[src/hpsh_pkg.sv]
package hpsh_pkg;

  // register-select field encodings
  localparam logic [1:0] SEL_CONTROL = 2'h0;
  localparam logic [1:0] SEL_DATA_INC = 2'h1;
  localparam logic [1:0] SEL_ADDRESS = 2'h2;
  localparam logic [1:0] SEL_DATA_FIX = 2'h3;

  // control register: bit position of the half-word order flag
  localparam int CTRL_HIGH_FIRST_BIT = 0;
  localparam logic [15:0] CTRL_RESET = 16'h0000;
  localparam logic [31:0] ADDR_RESET = 32'h00000000;
  localparam logic [31:0] ADDR_STEP = 32'h00000004;
  localparam logic [15:0] HALF_RESET = 16'h0000;
  localparam logic [31:0] DATA_RESET = 32'h00000000;

  // select pins sampled together
  typedef struct packed {
    logic [1:0] register_select;
    logic read_write_select;
    logic halfword_select;
  } hpsh_sel_t;

  // request toward the auxiliary DMA channel
  typedef struct packed {
    logic req;
    logic write;
    logic [31:0] addr;
    logic [31:0] wdata;
  } hpsh_aux_req_t;

  typedef enum logic [2:0] {
    ST_IDLE = 3'h0,
    ST_ACCESS = 3'h1,
    ST_WAIT = 3'h3,
    ST_LOAD = 3'h2,
    ST_BUSY = 3'h6
  } hpsh_state_t;

endpackage : hpsh_pkg

[src/hpsh_host_port.sv]
`timescale 1ns/1ps
// Summary of operation
// strobe low when select low, data strobes differ
// ready held low while chip select high
// busy shows ready high at select fall
// first data read half requests DMA word
// ready high until DMA word loaded
// ready high after data write/autoinc read end
// other accesses leave ready low after strobe
// control/address accesses never affect ready
// host holds strobe low until ready low
// drive bus after strobe fall, release after rise
// host holds selects stable around latching edge
// address strobe falls first, else strobe edge
// decode select field, order halves by flag
// synchronise chip select and strobes first
module hpsh_host_port (
  input wire logic clk,
  input wire logic rst,
  input wire logic port_chip_select_n,
  input wire logic data_strobe_one,
  input wire logic data_strobe_two,
  input wire logic address_strobe_n,
  input wire hpsh_pkg::hpsh_sel_t sel_in,
  input wire logic [15:0] host_data_in,
  output logic [15:0] host_data_out,
  output logic host_data_oe_n,
  output logic port_ready_n,
  output hpsh_pkg::hpsh_aux_req_t aux_out,
  input wire logic aux_ack,
  input wire logic [31:0] aux_rdata
);
  import hpsh_pkg::*;

  logic [1:0] cs_sync_r, ds1_sync_r, ds2_sync_r, as_sync_r;
  hpsh_sel_t sel_p1_r, sel_p2_r, sel_r;
  logic [15:0] din_p1_r, din_p2_r;
  logic strobe_n_d_r, as_d_r;
  logic cs_n, strobe_n, strobe_fall, strobe_rise, as_fall;
  hpsh_state_t state_r;
  logic [15:0] control_r;
  logic [31:0] addr_r, data_word_r;
  logic inc_pending_r;
  logic is_data, is_second, high_first, high_half;
  logic [15:0] read_half;

  // two-flop synchronisers; first stage read only by the second
  always_ff @(posedge clk or posedge rst) begin
    if (rst) begin
      cs_sync_r <= 2'h3;
      ds1_sync_r <= 2'h0;
      ds2_sync_r <= 2'h0;
      as_sync_r <= 2'h3;
    end else begin
      cs_sync_r <= {cs_sync_r[0], port_chip_select_n};
      ds1_sync_r <= {ds1_sync_r[0], data_strobe_one};
      ds2_sync_r <= {ds2_sync_r[0], data_strobe_two};
      as_sync_r <= {as_sync_r[0], address_strobe_n};
    end
  end

  // selects and data delayed to line up with the synchronised strobes,
  // since the host holds them only briefly past the latching edge
  always_ff @(posedge clk or posedge rst) begin
    if (rst) begin
      sel_p1_r <= '0;
      sel_p2_r <= '0;
      din_p1_r <= HALF_RESET;
      din_p2_r <= HALF_RESET;
    end else begin
      sel_p1_r <= sel_in;
      sel_p2_r <= sel_p1_r;
      din_p1_r <= host_data_in;
      din_p2_r <= din_p1_r;
    end
  end

  assign cs_n = cs_sync_r[1];
  assign strobe_n = ~(ds1_sync_r[1] ^ ds2_sync_r[1]) | cs_n;

  always_ff @(posedge clk or posedge rst) begin
    if (rst) begin
      strobe_n_d_r <= 1'b1;
      as_d_r <= 1'b1;
    end else begin
      strobe_n_d_r <= strobe_n;
      as_d_r <= as_sync_r[1];
    end
  end

  assign strobe_fall = strobe_n_d_r & ~strobe_n;
  assign strobe_rise = ~strobe_n_d_r & strobe_n;
  assign as_fall = as_d_r & ~as_sync_r[1];

  // latch selects on address strobe fall, or on strobe fall when it is tied high
  always_ff @(posedge clk or posedge rst) begin
    if (rst) begin
      sel_r <= '0;
    end else if (as_fall || (strobe_fall && as_sync_r[1])) begin
      sel_r <= sel_p2_r;
    end
  end

  // the select for this access: fresh one at a strobe-tied-high fall
  hpsh_sel_t cur_sel;
  assign cur_sel = (strobe_fall && as_sync_r[1]) ? sel_p2_r : sel_r;

  assign is_data = cur_sel.register_select == SEL_DATA_INC ||
                   cur_sel.register_select == SEL_DATA_FIX;
  assign is_second = cur_sel.halfword_select;
  assign high_first = control_r[CTRL_HIGH_FIRST_BIT];
  assign high_half = high_first ^ is_second;

  always_comb begin
    case (cur_sel.register_select)
      SEL_CONTROL: read_half = control_r;
      SEL_ADDRESS: read_half = high_half ? addr_r[31:16] : addr_r[15:0];
      default: read_half = high_half ? data_word_r[31:16] : data_word_r[15:0];
    endcase
  end

  // handshake sequencer
  always_ff @(posedge clk or posedge rst) begin
    if (rst) begin
      state_r <= ST_IDLE;
    end else begin
      case (state_r)
        ST_IDLE:
          if (strobe_fall) begin
            if (is_data && cur_sel.read_write_select && !is_second) begin
              state_r <= ST_WAIT;
            end else begin
              state_r <= ST_ACCESS;
            end
          end
        ST_WAIT:
          if (aux_ack) begin
            state_r <= ST_LOAD;
          end
        // one spare cycle so the bus shows the new word before ready falls
        ST_LOAD: state_r <= ST_ACCESS;
        ST_ACCESS:
          if (strobe_rise) begin
            if (is_data && is_second &&
                (!cur_sel.read_write_select ||
                 cur_sel.register_select == SEL_DATA_INC)) begin
              state_r <= ST_BUSY;
            end else begin
              state_r <= ST_IDLE;
            end
          end
        ST_BUSY:
          if (!aux_out.req && !inc_pending_r) begin
            state_r <= ST_IDLE;
          end
        default: state_r <= ST_IDLE;
      endcase
    end
  end

  // ready: gated by chip select, high while waiting or completing
  always_ff @(posedge clk or posedge rst) begin
    if (rst) begin
      port_ready_n <= 1'b0;
    end else if (cs_n) begin
      port_ready_n <= 1'b0;
    end else begin
      port_ready_n <= state_r == ST_WAIT || state_r == ST_LOAD ||
                      state_r == ST_BUSY;
    end
  end

  // auxiliary DMA requests; held until acknowledged
  always_ff @(posedge clk or posedge rst) begin
    if (rst) begin
      aux_out <= '0;
    end else if (aux_out.req) begin
      if (aux_ack) begin
        aux_out.req <= 1'b0;
      end
    end else if (state_r == ST_IDLE && strobe_fall && is_data &&
                 cur_sel.read_write_select && !is_second) begin
      aux_out <= '{req: 1'b1, write: 1'b0, addr: addr_r, wdata: data_word_r};
    end else if (state_r == ST_ACCESS && strobe_rise && is_data && is_second &&
                 !cur_sel.read_write_select) begin
      aux_out <= '{req: 1'b1, write: 1'b1, addr: addr_r,
                   wdata: high_half ? {din_p2_r, data_word_r[15:0]} :
                                      {data_word_r[31:16], din_p2_r}};
    end
  end

  // address increment after an auto-increment data access completes
  always_ff @(posedge clk or posedge rst) begin
    if (rst) begin
      inc_pending_r <= 1'b0;
    end else if (state_r == ST_ACCESS && strobe_rise && is_second &&
                 cur_sel.register_select == SEL_DATA_INC) begin
      inc_pending_r <= 1'b1;
    end else if (inc_pending_r && !aux_out.req) begin
      inc_pending_r <= 1'b0;
    end
  end

  // control and address halves written at strobe rise
  always_ff @(posedge clk or posedge rst) begin
    if (rst) begin
      control_r <= CTRL_RESET;
      addr_r <= ADDR_RESET;
    end else if (inc_pending_r && !aux_out.req) begin
      addr_r <= addr_r + ADDR_STEP;
    end else if (state_r == ST_ACCESS && strobe_rise && !cur_sel.read_write_select) begin
      if (cur_sel.register_select == SEL_CONTROL) begin
        control_r <= din_p2_r;
      end else if (cur_sel.register_select == SEL_ADDRESS) begin
        if (high_half) begin
          addr_r[31:16] <= din_p2_r;
        end else begin
          addr_r[15:0] <= din_p2_r;
        end
      end
    end
  end

  // data word: loaded by DMA, or first write half held
  always_ff @(posedge clk or posedge rst) begin
    if (rst) begin
      data_word_r <= DATA_RESET;
    end else if (state_r == ST_WAIT && aux_ack) begin
      data_word_r <= aux_rdata;
    end else if (state_r == ST_ACCESS && strobe_rise && is_data &&
                 !cur_sel.read_write_select) begin
      if (high_half) begin
        data_word_r[31:16] <= din_p2_r;
      end else begin
        data_word_r[15:0] <= din_p2_r;
      end
    end
  end

  // host data bus: driven on reads from strobe fall to strobe rise
  always_ff @(posedge clk or posedge rst) begin
    if (rst) begin
      host_data_oe_n <= 1'b1;
      host_data_out <= HALF_RESET;
    end else begin
      host_data_oe_n <= ~(~strobe_n && cur_sel.read_write_select);
      host_data_out <= read_half;
    end
  end

endmodule : hpsh_host_port

[config.mk]
export PLATFORM = sky130hd
export DESIGN_NAME = hpsh_host_port
export DESIGN_NICKNAME = d
export VERILOG_FILES = /design/src/hpsh_pkg.sv /design/src/hpsh_host_port.sv
export SDC_FILE = /design/constraint.sdc
export NUM_CORES = 1
export LEC_CHECK = 0
export BUFFER_PORTS_ARGS = -buffer_cell sky130_fd_sc_hd__buf_4
export CORE_MARGIN = 2
export CORE_UTILIZATION = 50
export DETAILED_ROUTE_END_ITERATION = 16
export GPL_TIMING_DRIVEN = 0
export PLACE_DENSITY = 0.71
export SYNTH_ARGS = -nofsm -noshare
export SYNTH_HDL_FRONTEND = slang
export SYNTH_SLANG_ARGS = --single-unit
export TNS_END_PERCENT = 30
[constraint.sdc]
create_clock -name clk -period 9.1 [get_ports clk]
set_input_delay 1.365 -clock clk [delete_from_list [all_inputs] [get_ports clk]]
set_output_delay 1.365 -clock clk [all_outputs]
set_load 0.01 [all_outputs]
==> impl_results.md, run 1 <==
* Slew Limit Headroom at 29.7%
* Startpoint type of the worst setup path: register
* Register bit total from synthesis at 222
* Clock Power Share at 26.0%
* Detail Route Antenna Nets at 0
* Unrepaired setup endpoints after global routing: false
* Power Density at 314 mW/mm^2
* Gate Count Post-Synth at 906
* Clock transition at path regs at 60 ps
* Post-synth top area share at 52.3%
* Port bufs at 142
* Drt first-iter violations at 1008
* Io pins at 143
* Final WL at 30.4 mm
* Peak VDD IR at 0.000183 V
* Setup CP Type: register to register
* Synth area leader: dfrtp_1
* Routed via count at 8376
* Slew Viols, Final at 0
* Worst Setup End Kind: register
* Worst path required time at 9490 ps
* Final Hold Violating Endpoints at 0
* Initial Util at 50.8%
* Post-CTS setup buffer count at 0
* Clock sink count at 222
* Mapped Nets at 966
* MaxCap Viol Count at 0
* WL/cell at 22.3 um
* Post-route DRC at 0
* # resized after CTS at 0
* Total gr overflow at 0
* Worst hold path type: register to register
* First-pass GRT wire length at 47.5 mm
* FP Rows at 52
* Final setup vio count at 0
* Share of cells above drive strength 1 at 26.3%
* Worst skew pair latency at 520 ps
* Gpl congestion at 0.944
* Tmin final at 2780 ps
* Pint at 2580 uW
* Gr usage total at 28.2%
* DP HPWL at 21.1 mm
* Total CTS buffers at 24
* Syn avg cell area at 11.3 um^2
* Drt pass-1 iters at 5
* Post-synth ARST share at 100%
* Pre-CTS setup slack at 6220 ps
* Worst Skew at 18.4 ps
* Area grow syn2layout at 22.1%
* EDFF count, synth at 0
* Antenna violations before repair at 0
* Switching power at 1370 uW
* Most frequent cells in the layout: dfrtp_1 (215), buf_4 (153), mux2i_1 (83)
* Depth of the CTS H-tree at 1
* CTS Root Cell: clkbuf_16
* TritonCTS clock tree: done
* Mapped Area at 0.0103 mm^2
* Most common cell after layout, fill and taps aside: dfrtp_1
* Highest clock rate at 359 MHz
* Net Sw Frac at 34.6%
* Leading post-synthesis cells by cell area: dfrtp_1 (52%), mux2i_1 (8.1%), mux2_2 (5.1%)
* Status: finished, final reports clean
* Vias in the first global route at 8093
* Nets at 1135
* Via density at 6.15
* Comb pwr share at 31.9%
* Final core utilization at 62.1%
* Synth cell types at 78
* Sequential share of power at 42.1%
* Setup WS post-layout at 6320 ps
* Register area share after synthesis at 54.1%
* Worst-Margin Slew at 1040 ps
* ANT cells at 0
* Final period util at 30.6%
* Core area at 0.0202 mm^2
* Clock buffer depth at 3
* Power, Total at 3940 uW
* Die Ht at 147 um
* Hold-fix buffers at CTS at 0
* Die ar. at 0.0217 mm^2
* Die Width at 147 um
* Yosys warnings at 0
* Critical path arrival at 3170 ps
* Post-synth top flop: dfrtp_1
* Static leakage at 0.00557 uW
* Worst-path maximum fanout at 10
* Largest net degree at the start of global routing at 113
[cell families (layout without fill, tap and decap cells)]
logic type                 Yosys count  in the layout  synth area share [%]
AOI/OAI and AO/OA                  233            233                  15.7
and+or+nand+nor                    232            232                  11.9
DFF                                222            222                  54.1
muxes                              141            141                  14.4
buffers and inverters               75            261                  3.57
xor gates and xnor gates             2              2                 0.170
adders and majority gates            1              1                 0.122
[worst paths after layout]
kind	cells past startpoint	end	start	slack [ps]
max	6	control_r[7]$_DFFE_PP0P_	strobe_n_d_r$_DFF_PP1_	6320
min	0	sel_p2_r[0]$_DFF_PP0_	sel_p1_r[0]$_DFF_PP0_	350
max reg2reg	6	control_r[7]$_DFFE_PP0P_	strobe_n_d_r$_DFF_PP1_	6320
min reg2reg	0	sel_p2_r[0]$_DFF_PP0_	sel_p1_r[0]$_DFF_PP0_	350
max in group asynchronous	3	aux_out[52]$_DFFE_PP0P_	rst	7100
min in group asynchronous	2	sel_p1_r[3]$_DFF_PP0_	rst	990
[registers in the layout, indices dropped and copies added, names as in the netlist]
signal,count
addr_r,32
as_d_r,1
as_sync_r,2
aux_out,66
control_r,16
cs_sync_r,2
data_word_r,32
din_p1_r,16
din_p2_r,16
ds1_sync_r,2
ds2_sync_r,2
host_data_oe_n,1
host_data_out,16
inc_pending_r,1
port_ready_n,1
sel_p1_r,4
sel_p2_r,4
sel_r,4
state_r,3
strobe_n_d_r,1
[final cells by class]
| type | instances | area, um^2 |
|---|---|---|
| multi-input cells | 609 | 4350 |
| well taps | 270 | 338 |
| clock inverters | 7 | 110 |
| repair buffers | 143 | 1090 |
| flip-flops and latches | 222 | 5560 |
| fillers | 1663 | 7680 |
| inverters | 13 | 56.3 |
| clock buffers | 36 | 727 |
| plain buffers | 62 | 318 |
[synthesized netlist by cell type, drive strengths merged, types with 13 or more instances]
master / count
dfrtp: 215
nand3: 31
nand4: 14
a22o: 17
nor2: 51
a21oi: 53
o21ai: 54
o211ai: 49
clkbuf: 34
mux2: 58
buf: 28
nor3: 20
mux2i: 83
inv: 13
nand2: 71
[metal layers]
metal	track usage (%)	vias to the layer above	share of wire, %
li1	-	3699	-
met1	43.4	4181	44
met2	42.0	453	45
met3	4.72	43	9.0
met4	7.26	0	2.0
met5	0	-	0
[stage by stage]
stage | hold slack [ps] | instances | instance area, um^2 | setup TNS [ps]
2_1_floorplan | 331 | 906 | 10300 | 0
3_3_place_gp | 332 | 1318 | 11700 | -144020
3_5_place_dp | 335 | 1319 | 11700 | 0
4_1_cts | 344 | 1362 | 12600 | 0
5_1_grt | 352 | 1362 | 12600 | 0
6_report | 345 | 1362 | 12600 | 0
[worst max-delay path, cell delays in order (launching register included)]
cell and delay, ps:
dfstp_2 610, nand3b_4 160, o41ai_2 850, and4_1 320, buf_4 200, buf_6 180
mux2_1 330
[power by group through the flow]
stage / combinational [uW] / sequential (uW) / clock, uW
after floorplan: 696 / 1620 / 0
after global placement: 1220 / 1650 / 0
after detailed placement: 1240 / 1660 / 0
after CTS: 1250 / 1640 / 1040
after global routing: 1360 / 1700 / 1080
final: 1260 / 1660 / 1030
No activity file was read; power rests on OpenSTA's default activity.
==> run 2, diff against run 1 <==
--- a/config.mk
+++ b/config.mk
@@ -10,7 +10,7 @@
 export CORE_UTILIZATION = 50
 export DETAILED_ROUTE_END_ITERATION = 16
 export GPL_TIMING_DRIVEN = 0
-export PLACE_DENSITY = 0.71
+export PLACE_DENSITY = 0.74
 export SYNTH_ARGS = -nofsm -noshare
 export SYNTH_HDL_FRONTEND = slang
 export SYNTH_SLANG_ARGS = --single-unit
==> constraint.sdc (replaced) <==
create_clock -name clk -period 2.45 [get_ports clk]
set_input_delay 0.3675 -clock clk [delete_from_list [all_inputs] [get_ports clk]]
set_output_delay 0.3675 -clock clk [all_outputs]
set_load 0.01 [all_outputs]
==> run 2 against run 1 <==
Net effect: first-iteration DRC count shrank 5.8%; total power grew to 3.6 times the previous value; sequential cell count is the same; global-route usage is essentially flat; highest routed layer unchanged; non-clock buffer count grew 34; largest power group unchanged; register-to-register slack lost 6300 ps; critical endpoint is now host_data_out[3]$_DFF_PP0_; final area grew 2.4%; worst setup slack lost 6300 ps; largest cell class unchanged.
==> impl_results.md, run 2 (synthesized netlist as in run 1, its figures left out) <==
* Status: finished, final reports clean
* First-pass GRT wire length at 47.5 mm
* TritonCTS clock tree: done
* Critical path arrival at 2780 ps
* FP Rows at 52
* Placed instance area at 0.0118 mm^2
* Initial Util at 50.8%
* Startpoint type of the worst setup path: register
* Die Ht at 147 um
* Pre-CTS setup slack at -174 ps
* Unrepaired setup endpoints after global routing: true
* ANT cells at 0
* Highest clock rate at 413 MHz
* CTS Root Cell: clkbuf_16
* Routed via count at 8503
* Fillers at 1625
* Total gr overflow at 0
* Total CTS buffers at 23
* Die Width at 147 um
* Worst reg2reg path startpoint: ds1_sync_r[1]$_DFF_PP0_
* Clock transition at path regs at 60 ps
* Io pins at 143
* Largest net degree at the start of global routing at 43
* Setup WS post-layout at 27.1 ps
* Most common cell after layout, fill and taps aside: dfrtp_1
* Tmin final at 2420 ps
* Slew Viols, Final at 0
* Final setup vio count at 0
* CP max stage delay at 560 ps
* Vias in the first global route at 8370
* Worst hold path type: input port to register
* DP HPWL at 21.7 mm
* Clock buffer depth at 3
* Bufs and invs on worst path at 2
* Antenna violations before repair at 0
* Final period util at 98.9%
* Detail Route Antenna Nets at 0
* Worst-Margin Slew at 670 ps
* Power Density at 1110 mW/mm^2
* Worst Skew at 12.2 ps
* Clock sink count at 222
* Die ar. at 0.0217 mm^2
* Worst Setup End Kind: register
* Port bufs at 142
* Most frequent cells in the layout: dfrtp_1 (215), buf_4 (158), mux2i_1 (82)
* Drt first-iter violations at 950
* Drt pass-1 iters at 5
* Sequence of cells on the critical path: xnor2_2 > buf_4 > nor2_1 > mux2i_2 > buf_2 > o211ai_1
* Area grow syn2layout at 25.0%
* Final Hold Violating Endpoints at 0
* Min-Delay Startpoint: aux_ack
* Worst path top cell family by delay: multiplexers
* Core area at 0.0202 mm^2
* Max reg flops at 66
* Final core utilization at 63.5%
* Slew Limit Headroom at 55.2%
* Post-route DRC at 0
* Share of cells above drive strength 1 at 26.9%
* Top reg by flops: aux_out
* Gpl congestion at 0.941
* Design Area, Final at 0.0129 mm^2
* Setup CP Type: register to register
* Via density at 6.10
* Slowest-stage cell, CP: mux2i_2
* Worst Setup SP: ds1_sync_r[1]$_DFF_PP0_
* Static leakage at 0.00571 uW
* MaxCap Viol Count at 0
* Peak VDD IR at 0.000525 V
* Worst skew pair latency at 520 ps
* Depth of the CTS H-tree at 1
* Worst path required time at 2810 ps
* Worst-path maximum fanout at 10
* Final WL at 30.6 mm
* Nets at 1168
* Largest regs: aux_out: 66 flops, addr_r: 32 flops, data_word_r: 32 flops
* WL/cell at 21.9 um
* Gr usage total at 28.2%
[run 2: cell types whose count changed in the layout (fill, tap and decap cells not counted), sizes merged]
cell	before	now
dlygate4sd3	0	25
buf	171	178
clkinvlp	0	4
bufinv	3	0
[run 2: area by class of cell]
cell class,instances,area (um^2),share of cell area [%]
clock buffers,34,657,5.11
repair buffers,177,1470,11.4
plain buffers,62,329,2.56
multi-input cells,609,4400,34.2
well taps,270,338,2.63
flip-flops and latches,222,5560,43.3
inverters,13,52.6,0.409
clock inverters,8,51.3,0.399
[run 2: stage by stage]
step           total power [uW]  std cells  hold WS, ps  setup TNS, ps
2_1_floorplan              8590        906          331        -174110
3_3_place_gp              10600       1318          333        -449600
3_5_place_dp              10800       1324          335          -5590
4_1_cts                   14200       1391         59.0              0
5_1_grt                   15000       1395         74.4           -173
6_report                  14200       1395         66.4              0
[run 2: final timing paths]
path	endpoint	slack, ps	depth (start not counted)
min in group asynchronous	sel_r[1]$_DFFE_PP0P_	510	3
max in group asynchronous	aux_out[55]$_DFFE_PP0P_	840	6
hold / removal	aux_out[65]$_DFF_PP0_	70	2
setup / recovery	host_data_out[3]$_DFF_PP0_	30	6
setup reg to reg	host_data_out[3]$_DFF_PP0_	30	6
hold reg to reg	sel_p2_r[1]$_DFF_PP0_	340	0
[run 2: repair_timing]
action / in CTS / in global routing
gates cloned: 0 / 0
hold endpoints to repair: 48 / 0
setup endpoints to repair: 55 / 94
hold buffers: 25 / 0
gates resized for setup: 6 / 13
setup buffers: 0 / 4
pin swaps: 0 / 3
[run 2: where the power goes]
part	total [uW]	switching (uW)	internal, uW
Sequential	6160	1250	4910
Combinational	4770	2380	2380
Clock	3310	1450	1860
Total	14200	5080	9160
[run 2: layer usage]
layer | up-vias | share of wire, % | track usage (%)
met5 | - | 0 | 0
li1 | 3763 | - | -
met3 | 85 | 9.5 | 4.94
met2 | 483 | 45 | 43.3
met4 | 0 | 3.5 | 9.57
met1 | 4172 | 42 | 41.0
==> run 3, diff against run 2 <==
--- a/config.mk
+++ b/config.mk
@@ -5,12 +5,11 @@
 export SDC_FILE = /design/constraint.sdc
 export NUM_CORES = 1
 export LEC_CHECK = 0
-export BUFFER_PORTS_ARGS = -buffer_cell sky130_fd_sc_hd__buf_4
 export CORE_MARGIN = 2
 export CORE_UTILIZATION = 50
 export DETAILED_ROUTE_END_ITERATION = 16
+export DONT_BUFFER_PORTS = 1
 export GPL_TIMING_DRIVEN = 0
-export PLACE_DENSITY = 0.74
 export SYNTH_ARGS = -nofsm -noshare
 export SYNTH_HDL_FRONTEND = slang
 export SYNTH_SLANG_ARGS = --single-unit
==> constraint.sdc (replaced) <==
create_clock -name clk -period 2.9 [get_ports clk]
set_input_delay 0.435 -clock clk [delete_from_list [all_inputs] [get_ports clk]]
set_output_delay 0.435 -clock clk [all_outputs]
set_load 0.01 [all_outputs]
==> run 3 against run 2 <==
Net effect: maximum frequency is 12% lower; clock skew is 2.1 ps higher; clock power is 6.6% lower; register-to-register slack better by 130 ps; hold slack worse by 54 ps; total power is 19% lower; worst setup slack better by 130 ps; non-clock buffer count is 147 lower; via count is 6.0% lower; sequential share of layout area is 4.0 points higher; critical path type unchanged.
==> impl_results.md, run 3 (synthesized netlist as in run 1, its figures left out) <==
* Depth of the CTS H-tree at 1
* Detail Route Antenna Nets at 0
* First-pass GRT wire length at 49.4 mm
* CP max stage delay at 500 ps
* Clock sink count at 222
* Gpl congestion at 0.927
* Clock buffer depth at 3
* R2R Setup Slk at 150 ps
* Slew Viols, Final at 0
* Status: finished, final reports clean
* Gr usage total at 30.0%
* Antenna violations before repair at 2
* Crit path depth at 7
* Placed instance area at 0.0107 mm^2
* Final WL at 32.6 mm
* Tmin final at 2750 ps
* Startpoint type of the worst setup path: register
* Most common cell after layout, fill and taps aside: dfrtp_1
* Power, Total at 11600 uW
* Clock transition at path regs at 60 ps
* DP HPWL at 23.3 mm
* Crit path top cell by count: buf_4
* Worst path top cell family by delay: buffers and inverters
* Vias in the first global route at 7933
* Die Width at 147 um
* Min-Delay Path Depth at 1
* Setup CP Type: register to register
* Share of cells above drive strength 1 at 15.1%
* Nets at 1022
* Static leakage at 0.00497 uW
* Post-route DRC at 0
* Drt first-iter violations at 611
* Reg2Reg Depth at 7
* Die ar. at 0.0217 mm^2
* Power Density at 984 mW/mm^2
* Final setup TNS at 0 ps
* Comb pwr share at 25.3%
* Port bufs at 0
* Critical path endpoint: aux_out[40]$_DFFE_PP0P_
* Area grow syn2layout at 14.5%
* Bufs and invs on worst path at 2
* Max reg flops at 66
* # resized after CTS at 0
* Setup WS post-layout at 154 ps
* Die Ht at 147 um
* Sequence of cells on the critical path: xnor2_1 > buf_4 > o2111ai_1 > o21a_1 > nor2_2 > buf_4 > mux2_2
* Unrepaired setup endpoints after global routing: false
* Slew Limit Headroom at 40.5%
* Net Sw Frac at 36.7%
* Via density at 6.39
* Peak VDD IR at 0.000513 V
* Worst Skew at 14.3 ps
* Worst-Margin Slew at 883 ps
* Total gr overflow at 0
* Worst skew pair latency at 520 ps
* FP Rows at 52
* Switching power at 4250 uW
* Worst path required time at 3290 ps
* Slowest-stage cell, CP: xnor2_1
* Hold slack at 12.3 ps
* Pre-CTS setup slack at 126 ps
* CTS Root Cell: clkbuf_16
* Routed via count at 7996
* Worst-path maximum fanout at 10
* Worst Setup End Kind: register
* Pint at 7340 uW
* Final Hold Violating Endpoints at 0
* Worst hold path type: input port to register
* Top reg by flops: aux_out
* Most frequent cells in the layout: dfrtp_1 (215), mux2i_1 (83), nand2_1 (68)
* Initial Util at 50.8%
* Total CTS buffers at 24
* WL/cell at 26.0 um
* Final setup vio count at 0
* MaxCap Viol Count at 0
* Design Area, Final at 0.0118 mm^2
* Highest clock rate at 364 MHz
* Clock Power Share at 26.7%
* Io pins at 143
* Core area at 0.0202 mm^2
* Worst reg2reg path endpoint: aux_out[40]$_DFFE_PP0P_
* Sequential share of power at 48.0%
* Largest net degree at the start of global routing at 48
* Worst Setup SP: ds2_sync_r[1]$_DFF_PP0_
* Largest regs: aux_out: 66 flops, addr_r: 32 flops, data_word_r: 32 flops
* Drt pass-1 iters at 5
* Critical path arrival at 3140 ps
* Worst reg2reg path startpoint: ds2_sync_r[1]$_DFF_PP0_
* Final period util at 94.7%
* TritonCTS clock tree: done
-- run 3: cell types whose count changed in the layout (fill, tap and decap cells not counted), moves of 2 or more --
cell	delta
clkbuf_16	+2
clkbuf_1	+4
buf_4	-147
bufinv_16	+2
buf_2	+2
clkbuf_2	-5
clkinvlp_4	-2
-- run 3: cell type report --
type | count | area (um^2)
Clock inverter | 8 | 92.6
Timing Repair Buffer | 30 | 350
Multi-Input combinational cell | 609 | 4350
Antenna cell | 1 | 2.50
Tap cell | 270 | 338
Fill cell | 1679 | 8460
Buffer | 62 | 318
Clock buffer | 36 | 707
Inverter | 13 | 52.6
Sequential cell | 222 | 5560
-- run 3: worst min-delay path by stage --
| stage | from | endpoint | slack [ps] |
|---|---|---|---|
| after detailed placement | din_p1_r[2]$_DFF_PP0_ | din_p2_r[2]$_DFF_PP0_ | 330 |
| final | aux_ack | aux_out[65]$_DFF_PP0_ | 10 |
| after CTS | aux_ack | aux_out[65]$_DFF_PP0_ | 2 |
| after floorplan | din_p1_r[0]$_DFF_PP0_ | din_p2_r[0]$_DFF_PP0_ | 330 |
| after global routing | aux_ack | aux_out[65]$_DFF_PP0_ | 10 |
| after global placement | din_p1_r[5]$_DFF_PP0_ | din_p2_r[5]$_DFF_PP0_ | 330 |
-- run 3: metrics by stage --
step / cells / util [%]
6_report: 1251 / 58.2
5_1_grt: 1250 / 58.2
4_1_cts: 1250 / 58.2
3_5_place_dp: 1181 / 53.0
3_3_place_gp: 1176 / 52.5
2_1_floorplan: 906 / -
-- run 3: what timing repair did --
| action | CTS | global route |
|---|---|---|
| setup buffers | 0 | 0 |
| hold endpoints to repair | 50 | 0 |
| hold buffers | 25 | 0 |
-- run 3: power by group through the flow --
stage	clock [uW]	sequential (uW)	combinational, uW
after global placement	0	5540	2790
after CTS	3130	5530	2920
after global routing	3270	5660	3200
final	3090	5560	2930
after floorplan	0	5070	2190
after detailed placement	0	5570	2880
-- run 3: metal layers --
metal / wire, um / track usage (%) / part of all wire, %
met5: 7 / 0 / 0.021
met4: 1070 / 10.2 / 3.3
met3: 3030 / 7.22 / 9.3
met2: 14400 / 45.3 / 44
met1: 14000 / 42.8 / 43
-- run 3: worst reg2reg max path: cells and delay by family, from the launching register on --
kind                   cells  cell delay, ps
buffers and inverters      2             570
flip-flops                 1             400
AO/OA/AOI/OAI              2             400
AND/OR/NAND/NOR            1             400
multiplexers               1             360
XOR/XNOR                   1             500
